## config.mk

```make
export PLATFORM = sky130hd
export DESIGN_NAME = dmxdr_receiver
export DESIGN_NICKNAME = d
export VERILOG_FILES = /design/src/pkg/dmxdr_pkg.sv /design/src/design/dmxdr_receiver.sv
export VERILOG_INCLUDE_DIRS = /design/src /design/src/pkg
export SDC_FILE = /design/constraint.sdc
export NUM_CORES = 1
export LEC_CHECK = 0
export ABC_AREA = 1
export BUFFER_PORTS_ARGS = -buffer_cell sky130_fd_sc_hd__buf_2
export CELL_PAD_IN_SITES_DETAIL_PLACEMENT = 2
export CELL_PAD_IN_SITES_GLOBAL_PLACEMENT = 2
export CORE_MARGIN = 10
export CORE_UTILIZATION = 42
export CTS_BUF_LIST = sky130_fd_sc_hd__clkbuf_4
export CTS_CLUSTER_DIAMETER = 80
export DETAILED_ROUTE_END_ITERATION = 6
export PLACE_DENSITY = 0.84
export SLEW_MARGIN = 20
export SYNTH_ARGS = -nofsm -noshare
export SYNTH_HDL_FRONTEND = slang
export SYNTH_SLANG_ARGS = --single-unit
```

## constraint.sdc

```tcl
create_clock -name clk -period 4.9 [get_ports clk]
set_input_delay 0.245 -clock clk [delete_from_list [all_inputs] [get_ports clk]]
set_output_delay 0.245 -clock clk [all_outputs]
set_load 0.005 [all_outputs]
```

## src/pkg/dmxdr_defines.svh

```systemverilog
// Offsets-free constants for the DMX dimming receiver: timing and codes.
// Assumes a single 125 MHz system clock.
`ifndef DMXDR_DEFINES_SVH
`define DMXDR_DEFINES_SVH
// Clock rate
`define DMXDR_CLK_KHZ 125000
// Line timing in its own units
`define DMXDR_BIT_US 4
`define DMXDR_BREAK_MIN_US 88
`define DMXDR_MAB_MIN_US 8
`define DMXDR_IDLE_MAX_MS 1000
// Cycle counts; least times round up, longest times round down
`define DMXDR_BIT_CYC (`DMXDR_BIT_US * `DMXDR_CLK_KHZ / 1000)
`define DMXDR_HALF_CYC (`DMXDR_BIT_CYC / 2)
`define DMXDR_BREAK_CYC \
  ((`DMXDR_BREAK_MIN_US * `DMXDR_CLK_KHZ + 999) / 1000)
`define DMXDR_MAB_CYC ((`DMXDR_MAB_MIN_US * `DMXDR_CLK_KHZ + 999) / 1000)
`define DMXDR_IDLE_CYC (`DMXDR_IDLE_MAX_MS * `DMXDR_CLK_KHZ)
// Low time already spent when a zero byte shows a low stop bit
`define DMXDR_STOP_LOW_CYC (19 * `DMXDR_HALF_CYC)
// Packet layout
`define DMXDR_START_CODE 8'h00
`define DMXDR_LAST_SLOT 10'h200
`define DMXDR_BRIGHT_SLOTS 3'h4
`define DMXDR_STATUS_SLOT 3'h5
// Status command values
`define DMXDR_CMD_SHUTDOWN 8'h80
`define DMXDR_CMD_ENABLE 8'h00
// Reset values
`define DMXDR_BRIGHT_RST 8'h00
`define DMXDR_SHUT_RST 1'b0
// Buffer shape
`define DMXDR_FIFO_DEPTH 32
`endif

```

## src/pkg/dmxdr_pkg.sv

```systemverilog
// Types shared by the DMX dimming receiver.
// Assumes the defines header is compiled alongside.
package dmxdr_pkg;
  // Line parser states, one-hot
  typedef enum logic [6:0] {
    DMXDR_ST_IDLE  = 7'h01,
    DMXDR_ST_BREAK = 7'h02,
    DMXDR_ST_MAB   = 7'h04,
    DMXDR_ST_START = 7'h08,
    DMXDR_ST_DATA  = 7'h10,
    DMXDR_ST_STOP  = 7'h20,
    DMXDR_ST_MARK  = 7'h40
  } dmxdr_state_t;
  // One buffered slot: its number and its data byte
  typedef struct packed {
    logic [2:0] slot;
    logic [7:0] data;
  } dmxdr_entry_t;
endpackage

```

## src/design/dmxdr_receiver.sv

```systemverilog
// DMX512 dimming receiver: line parser, slot buffer and output stage.
// Assumes dmx_rx is already synchronous to clk and idles high.
//
// Summary of operation
// - Parse break, MAB, then 513 frames
// - First frame is start code, then channels
// - Check one start, eight data, two stops
// - 4 us bits, low start, high stops
// - Assemble data bytes least significant first
// - Nonzero start code discards whole packet
// - Slots 1 to 4 set brightness
// - Optional status slot at channel 5
// - Status 0x80 while enabled shuts down
// - Status 0x00 while shut down enables
// - Driver enable low in shutdown, else high
// - Overheat alarm high forces shutdown
`include "dmxdr_defines.svh"

// Slot buffer with valid and ready on both sides
module dmxdr_fifo #(
  parameter int WIDTH = 11,
  parameter int DEPTH = 32
) (
  // Clock and reset
  input wire logic clk,
  input wire logic rst,
  // Fill side
  input wire logic in_valid,
  output logic in_ready,
  input wire logic [WIDTH-1:0] in_data,
  // Drain side
  output logic out_valid,
  input wire logic out_ready,
  output logic [WIDTH-1:0] out_data
);
  localparam int AW = $clog2(DEPTH);
  logic [WIDTH-1:0] mem [DEPTH];
  logic [AW-1:0] wr_ff, nxt_wr, rd_ff, nxt_rd;
  logic [AW:0] cnt_ff, nxt_cnt;
  logic do_wr, do_rd;

  // Honest full and empty from the fill count
  assign in_ready = (cnt_ff != (AW+1)'(DEPTH));
  assign out_valid = (cnt_ff != '0);
  assign out_data = mem[rd_ff];
  assign do_wr = in_valid & in_ready;
  assign do_rd = out_valid & out_ready;

  // Pointer and count next values
  always_comb begin
    nxt_wr = do_wr ? wr_ff + AW'(1) : wr_ff;
    nxt_rd = do_rd ? rd_ff + AW'(1) : rd_ff;
    nxt_cnt = cnt_ff + (AW+1)'(do_wr) - (AW+1)'(do_rd);
  end

  // Pointer and count registers
  always_ff @(posedge clk or posedge rst) begin
    if (rst) begin
      wr_ff <= '0;
      rd_ff <= '0;
      cnt_ff <= '0;
    end else begin
      wr_ff <= nxt_wr;
      rd_ff <= nxt_rd;
      cnt_ff <= nxt_cnt;
    end
  end

  // Storage, no reset needed
  always_ff @(posedge clk) begin
    if (do_wr) begin
      mem[wr_ff] <= in_data;
    end
  end
endmodule // dmxdr_fifo

module dmxdr_receiver import dmxdr_pkg::*; #(
  parameter int BREAK_CYC = `DMXDR_BREAK_CYC,
  parameter int IDLE_CYC = `DMXDR_IDLE_CYC
) (
  // Clock and reset
  input wire logic clk,
  input wire logic rst,
  // DMX serial line
  input wire logic dmx_rx,
  // Board controls
  input wire logic status_slot_en,
  input wire logic hold_updates,
  input wire logic overheat_alarm_input,
  // Dimming and driver outputs
  output logic [3:0][7:0] brightness,
  output logic driver_enable,
  // Event pulses
  output logic frame_error,
  output logic start_code_bad,
  output logic overrun
);
  localparam logic [26:0] BRK_LAST = 27'(BREAK_CYC - 1);
  localparam logic [26:0] IDLE_LAST = 27'(IDLE_CYC - 1);
  localparam logic [26:0] MAB_LAST = 27'(`DMXDR_MAB_CYC - 1);
  localparam logic [26:0] BIT_LAST = 27'(`DMXDR_BIT_CYC - 1);
  localparam logic [26:0] HALF_LAST = 27'(`DMXDR_HALF_CYC - 1);
  localparam logic [26:0] STOP_LOW = 27'(`DMXDR_STOP_LOW_CYC);
  localparam int EW = $bits(dmxdr_entry_t);

  // True for slots that the output stage consumes
  function automatic logic slot_wanted(input logic [9:0] slot,
                                       input logic st_en);
    logic [9:0] top;
    top = st_en ? {7'h00, `DMXDR_STATUS_SLOT}
                : {7'h00, `DMXDR_BRIGHT_SLOTS};
    slot_wanted = (slot != 10'h000) && (slot <= top);
  endfunction

  dmxdr_state_t state_ff, nxt_state;
  logic [26:0] cnt_ff, nxt_cnt, cnt_inc;
  logic [2:0] bitn_ff, nxt_bitn;
  logic stopn_ff, nxt_stopn;
  logic [7:0] shift_ff, nxt_shift;
  logic [9:0] slot_ff, nxt_slot;
  logic pkt_ok_ff, nxt_pkt_ok;
  logic frame_err_ff, nxt_frame_err;
  logic bad_ff, nxt_bad;
  logic overrun_ff, nxt_overrun;
  logic push, fifo_ready, pop, out_valid;
  dmxdr_entry_t in_entry, out_entry;
  logic [EW-1:0] out_raw;
  logic [3:0][7:0] bright_ff, nxt_bright;
  logic shut_ff, nxt_shut, en_ff;

  // Saturating time counter shared by every line state except idle
  assign cnt_inc = (cnt_ff == 27'h7FFFFFF) ? cnt_ff : cnt_ff + 27'h1;
  assign in_entry.slot = slot_ff[2:0];
  assign in_entry.data = shift_ff;

  // Line parser next values
  always_comb begin
    nxt_state = state_ff;
    nxt_cnt = cnt_ff;
    nxt_bitn = bitn_ff;
    nxt_stopn = stopn_ff;
    nxt_shift = shift_ff;
    nxt_slot = slot_ff;
    nxt_pkt_ok = pkt_ok_ff;
    nxt_frame_err = 1'b0;
    nxt_bad = 1'b0;
    nxt_overrun = 1'b0;
    push = 1'b0;
    case (state_ff)
      DMXDR_ST_IDLE: begin
        if (!dmx_rx) begin
          nxt_state = DMXDR_ST_BREAK;
          nxt_cnt = '0;
        end
      end
      DMXDR_ST_BREAK: begin
        if (!dmx_rx) begin
          nxt_cnt = cnt_inc;
        end else if (cnt_ff >= BRK_LAST) begin
          nxt_state = DMXDR_ST_MAB;
          nxt_cnt = '0;
        end else begin
          nxt_state = DMXDR_ST_IDLE;
        end
      end
      DMXDR_ST_MAB: begin
        if (dmx_rx) begin
          nxt_cnt = cnt_inc;
          if (cnt_ff >= IDLE_LAST) begin
            nxt_state = DMXDR_ST_IDLE;
          end
        end else if (cnt_ff >= MAB_LAST) begin
          nxt_state = DMXDR_ST_START;
          nxt_cnt = '0;
          nxt_slot = '0;
          nxt_pkt_ok = 1'b1;
        end else begin
          nxt_state = DMXDR_ST_IDLE;
        end
      end
      DMXDR_ST_START: begin
        nxt_cnt = cnt_inc;
        if (cnt_ff == HALF_LAST) begin
          nxt_cnt = '0;
          // Start bit must still be low at mid-bit
          if (!dmx_rx) begin
            nxt_state = DMXDR_ST_DATA;
            nxt_bitn = '0;
          end else begin
            nxt_state = DMXDR_ST_MARK;
          end
        end
      end
      DMXDR_ST_DATA: begin
        nxt_cnt = cnt_inc;
        if (cnt_ff == BIT_LAST) begin
          nxt_cnt = '0;
          nxt_shift = {dmx_rx, shift_ff[7:1]};
          nxt_bitn = bitn_ff + 3'h1;
          if (bitn_ff == 3'h7) begin
            nxt_state = DMXDR_ST_STOP;
            nxt_stopn = 1'b0;
          end
        end
      end
      DMXDR_ST_STOP: begin
        nxt_cnt = cnt_inc;
        if (cnt_ff == BIT_LAST) begin
          nxt_cnt = '0;
          if (!dmx_rx) begin
            nxt_frame_err = 1'b1;
            nxt_pkt_ok = 1'b0;
            // A zero byte with low stop may be a break under way
            if (shift_ff == 8'h00) begin
              nxt_state = DMXDR_ST_BREAK;
              nxt_cnt = STOP_LOW;
            end else begin
              nxt_state = DMXDR_ST_IDLE;
            end
          end else if (!stopn_ff) begin
            nxt_stopn = 1'b1;
          end else begin
            nxt_state = (slot_ff == `DMXDR_LAST_SLOT) ?
                        DMXDR_ST_IDLE : DMXDR_ST_MARK;
            if (slot_ff != 10'h3FF) begin
              nxt_slot = slot_ff + 10'h001;
            end
            if (slot_ff == 10'h000) begin
              if (shift_ff != `DMXDR_START_CODE) begin
                nxt_pkt_ok = 1'b0;
                nxt_bad = 1'b1;
              end
            end else if (pkt_ok_ff &&
                         slot_wanted(slot_ff, status_slot_en)) begin
              push = fifo_ready;
              nxt_overrun = !fifo_ready;
            end
          end
        end
      end
      DMXDR_ST_MARK: begin
        if (!dmx_rx) begin
          nxt_state = DMXDR_ST_START;
          nxt_cnt = '0;
        end else begin
          nxt_cnt = cnt_inc;
          if (cnt_ff >= IDLE_LAST) begin
            nxt_state = DMXDR_ST_IDLE;
          end
        end
      end
      default: begin
        nxt_state = DMXDR_ST_IDLE;
        nxt_cnt = '0;
      end
    endcase
  end

  // Line parser registers
  always_ff @(posedge clk or posedge rst) begin
    if (rst) begin
      state_ff <= DMXDR_ST_IDLE;
      cnt_ff <= '0;
      bitn_ff <= '0;
      stopn_ff <= 1'b0;
      shift_ff <= '0;
      slot_ff <= '0;
      pkt_ok_ff <= 1'b0;
      frame_err_ff <= 1'b0;
      bad_ff <= 1'b0;
      overrun_ff <= 1'b0;
    end else begin
      state_ff <= nxt_state;
      cnt_ff <= nxt_cnt;
      bitn_ff <= nxt_bitn;
      stopn_ff <= nxt_stopn;
      shift_ff <= nxt_shift;
      slot_ff <= nxt_slot;
      pkt_ok_ff <= nxt_pkt_ok;
      frame_err_ff <= nxt_frame_err;
      bad_ff <= nxt_bad;
      overrun_ff <= nxt_overrun;
    end
  end

  // Slot buffer between parser and output stage
  dmxdr_fifo #(
    .WIDTH(EW),
    .DEPTH(`DMXDR_FIFO_DEPTH)
  ) u_fifo (
    .clk(clk),
    .rst(rst),
    .in_valid(push),
    .in_ready(fifo_ready),
    .in_data(in_entry),
    .out_valid(out_valid),
    .out_ready(!hold_updates),
    .out_data(out_raw)
  );

  assign out_entry = dmxdr_entry_t'(out_raw);
  assign pop = out_valid & !hold_updates;

  // Brightness next values, one per channel
  generate
    for (genvar i = 0; i < 4; i++) begin : g_bright
      always_comb begin
        nxt_bright[i] = bright_ff[i];
        if (pop && out_entry.slot == 3'(i + 1)) begin
          nxt_bright[i] = out_entry.data;
        end
      end
    end
  endgenerate

  // Shutdown state next value; alarm has priority
  always_comb begin
    nxt_shut = shut_ff;
    if (overheat_alarm_input) begin
      nxt_shut = 1'b1;
    end else if (pop && status_slot_en &&
                 out_entry.slot == `DMXDR_STATUS_SLOT) begin
      if (!shut_ff && out_entry.data == `DMXDR_CMD_SHUTDOWN) begin
        nxt_shut = 1'b1;
      end else if (shut_ff && out_entry.data == `DMXDR_CMD_ENABLE) begin
        nxt_shut = 1'b0;
      end
    end
  end

  // Output stage registers
  always_ff @(posedge clk or posedge rst) begin
    if (rst) begin
      bright_ff <= {4{`DMXDR_BRIGHT_RST}};
      shut_ff <= `DMXDR_SHUT_RST;
      en_ff <= !`DMXDR_SHUT_RST;
    end else begin
      bright_ff <= nxt_bright;
      shut_ff <= nxt_shut;
      en_ff <= !nxt_shut;
    end
  end

  // Outputs straight from flip-flops
  assign brightness = bright_ff;
  assign driver_enable = en_ff;
  assign frame_error = frame_err_ff;
  assign start_code_bad = bad_ff;
  assign overrun = overrun_ff;
endmodule // dmxdr_receiver

```

==> metrics.txt <==
multiplexer area fraction after synthesis 0.104%; clock period minus final worst setup slack 4490 ps; Post-CTS Setup Inserts 0; number of max-cap violations 0; relative slew slack 25.3%; class of the tightest hold or removal check primary input to flop; CTS buffer count 130; drt wl/cell 30.2 um; most frequent standard cell in the layout excluding fill and tap cells nand2_1; Initial Util 42.3%; Worst-path clk slew 100 ps; largest vdd supply drop 0.351 mV; number of vias in the routed layout 18900; data required time of the critical path 5790 ps; fraction of the yosys area taken by sequential cells 61.7%; die outline area 60900 um2; wire length of the first global-routing pass 144000 um; Worst path max stage delay 750 ps; vias in the first global route 21300; R2R cell count 14; kind of critical path flop to flop; placed wire-length estimate after detailed placement 50100 um; number of storage elements in the synthesis netlist 462; worst-margin pin slew 1120 ps; total setup violations reported at the end of the flow 0; first-pass iteration count of the detailed router 5; RSZ-0062 raised after global routing false; later-pin clock latency in the skew report 1080 ps; overall die width 247 um; hold depth 9; drt drc 0; footprint of the multi-input gates 7150 um2; capturing element of the worst setup path shut_ff; commonest register cell after synthesis edfxtp_1; number of non-filler instances in the completed layout 3165; Global Route Usage Sum 31.8%; wire length after detailed routing 95700 um; Slew Limit Fails 0; Filler Cell Count 5399; Setup Skew 116 ps; launching element type of the critical path flop; pin count of the biggest net entering global routing 98; PnR worst setup slack 414 ps; minimum setup slack after placement 972 ps; number of I/O port buffers 41; Worst path depth 14; largest delay contributor family on the critical path simple AND/OR/NAND/NOR gates; area delta synth->final 12.3%; gate count after technology mapping 2268; post-synthesis cell area 21600 um2; number of hold-slack violations in the final timing report 0; Post-Synth Adder-Cell Area 1.31%; count of yosys warnings during synthesis 0; combinational family with the most area after synthesis simple AND/OR/NAND/NOR gates; leakage power 0.0102 uW; global-route congestion overflow total 0; Rows 83; run status complete, no violations; syn_nets 2296; crit path cell chain inv_2 -> buf_4 -> nand3_1 -> nand3_1 -> nand2_1 -> nor2_1 -> nand2_1 -> nand2_1 -> nand2_1 -> nor2_1 -> nand3_1 -> nand2_1 -> nand3_1 -> dlygate4sd3_1; # nets final 2406; first element of the critical path u_fifo.rd_ff[1]; area share of xor/xnor cells in the synthesized design 1.38%; FMAX 223 MHz; Crit Reg-Reg Endpoint shut_ff; most used cell, CP nand2_1; simple-gate share of the synthesized area 25.3%; highest-count cells in the layout ignoring fill and taps nand2_1, edfxtp_1, nand3_1, nor2_1, clkbuf_4; count of flip-flops with a built-in enable after synthesis 352; IO Count 42; Storage cell area 13300 um2; clock tree buffer depth 3; setup slack on the worst flop-to-flop path 410 ps; Placed Cells 2919; Final GP Congestion 0.896; Crit Reg-Reg Startpoint u_fifo.rd_ff[1]; clock tree from TritonCTS done; Detail Route Antenna Nets 0; maximum fanout along the worst path 40; maximum level of the CTS H-tree 4; fraction of layout instances using a drive strength above 1 14.4%; Crit. End Element flop; area share of the largest cell type after synthesis 49.0%; power density relative to cell area 533 nW/um2; Synth async-reset ratio 23.8%; library cell occupying the most area in the post-synthesis netlist edfxtp_1; CP bufs+invs 3; count of unique library cells instantiated by Yosys 46; antenna violations before repair 3; number of vias per cell 5.96; detailed router's first-iteration violation count 1631; complex-gate fraction of the synthesized area 4.81%; master cell of the clock root buffer clkbuf_4; Worst Min Path Start status_slot_en; final worst-path cycle share 91.6%; Chip Height 247 um; clock sink count 462; CP arrival 5380 ps; total negative setup slack 0 ps; Synth Area per Inst 9.52 um2; standard cell with the maximum stage delay on the critical path inv_2; cell types occupying the most area after synthesis edfxtp_1, dfrtp_1, nand2_1; core footprint 51100 um2
-- per-layer routing --
layer	global-route usage [%]	up-vias	wire [um]
met4	21.5	2	6490
met5	0	-	13
met2	54.2	957	47700
met3	6.40	341	5940
met1	35.7	9661	35600
li1	-	7893	-
-- what timing repair did --
| action | CTS | global route |
|---|---|---|
| endpoints found under the hold margin | 126 | 0 |
| resized for setup | 0 | 0 |
| setup endpoints to repair | 0 | 0 |
| hold buffers | 7 | 0 |
-- registers in the layout, summed over array words and instances, names as in the netlist, 3 cells and up --
register,cells
slot_ff,10
state_ff,7
u_fifo.wr_ff,5
shift_ff,8
u_fifo.mem,352
bitn_ff,3
brightness,32
u_fifo.cnt_ff,6
cnt_ff,27
u_fifo.rd_ff,5
-- Yosys cell counts, types with 3 or more instances --
library cell  count
ha_1             21
clkbuf_1         27
edfxtp_1        352
nand2_1         659
a21oi_2           3
buf_4             6
inv_2             8
nand3_2           6
nand2_2          10
xor2_1           32
buf_6             9
o211ai_1         12
nor2_4            5
a21oi_1          41
dfrtp_1         108
o21ai_0          98
nand3_1         252
nor4_1           11
nor2_2            4
o21ai_1          35
nor2_1          263
nand4_1          33
inv_1           156
buf_2            56
nor3_1           29
buf_1             5
-- metrics by stage --
step                hold slack, ps  util (%)  cell area [um2]  total power (uW)
floorplan                      366         -            21600              6990
global placement               235      43.9            22400              8080
detailed placement             248      43.9            22400              8400
CTS                           16.6      47.3            24200             12700
global route                   120      47.4            24200             13400
finish                         123      47.4            24200             12900
-- area by class of cell --
cell class	count	share of cell area (%)
Clock buffer	194	6.01
Clock inverter	39	1.05
Inverter	165	2.59
Antenna cell	6	0.0619
Timing Repair Buffer	82	2.24
Multi-Input combinational cell	1537	29.5
Tap cell	680	3.51
Sequential cell	462	55.0
-- cell families after synthesis --
logic type | count (synthesis)
adder cells (fa/ha/maj) | 22
AO/OA/AOI/OAI | 196
buffers and inverters | 269
XOR/XNOR | 34
multiplexers | 2
AND/OR/NAND/NOR | 1283
flip-flops | 462
-- worst register-to-register path, cell delays in order (launching register included) --
cell,delay [ps]
dfrtp_4,720
inv_2,770
buf_4,440
nand3_1,180
nand3_1,150
nand2_1,80
nor2_1,310
nand2_1,230
nand2_1,310
nand2_1,140
nor2_1,160
nand3_1,100
nand2_1,120
nand3_1,80
dlygate4sd3_1,550
-- worst min path at each step --
| stage | slack [ps] | end |
|---|---|---|
| 2_1_floorplan | 370 | driver_enable |
| 4_1_cts | 20 | driver_enable |
| 3_3_place_gp | 240 | u_fifo.cnt_ff[5] |
| 6_report | 120 | driver_enable |
| 5_1_grt | 120 | driver_enable |
| 3_5_place_dp | 250 | u_fifo.cnt_ff[4] |
-- report_power, final --
part | internal (uW) | switching (uW) | total [uW]
sequential | 4360 | 234 | 4590
combinational | 955 | 3280 | 4240
clock | 1980 | 2110 | 4100
total | 7290 | 5630 | 12900
No activity file was read; power rests on OpenSTA's default activity.
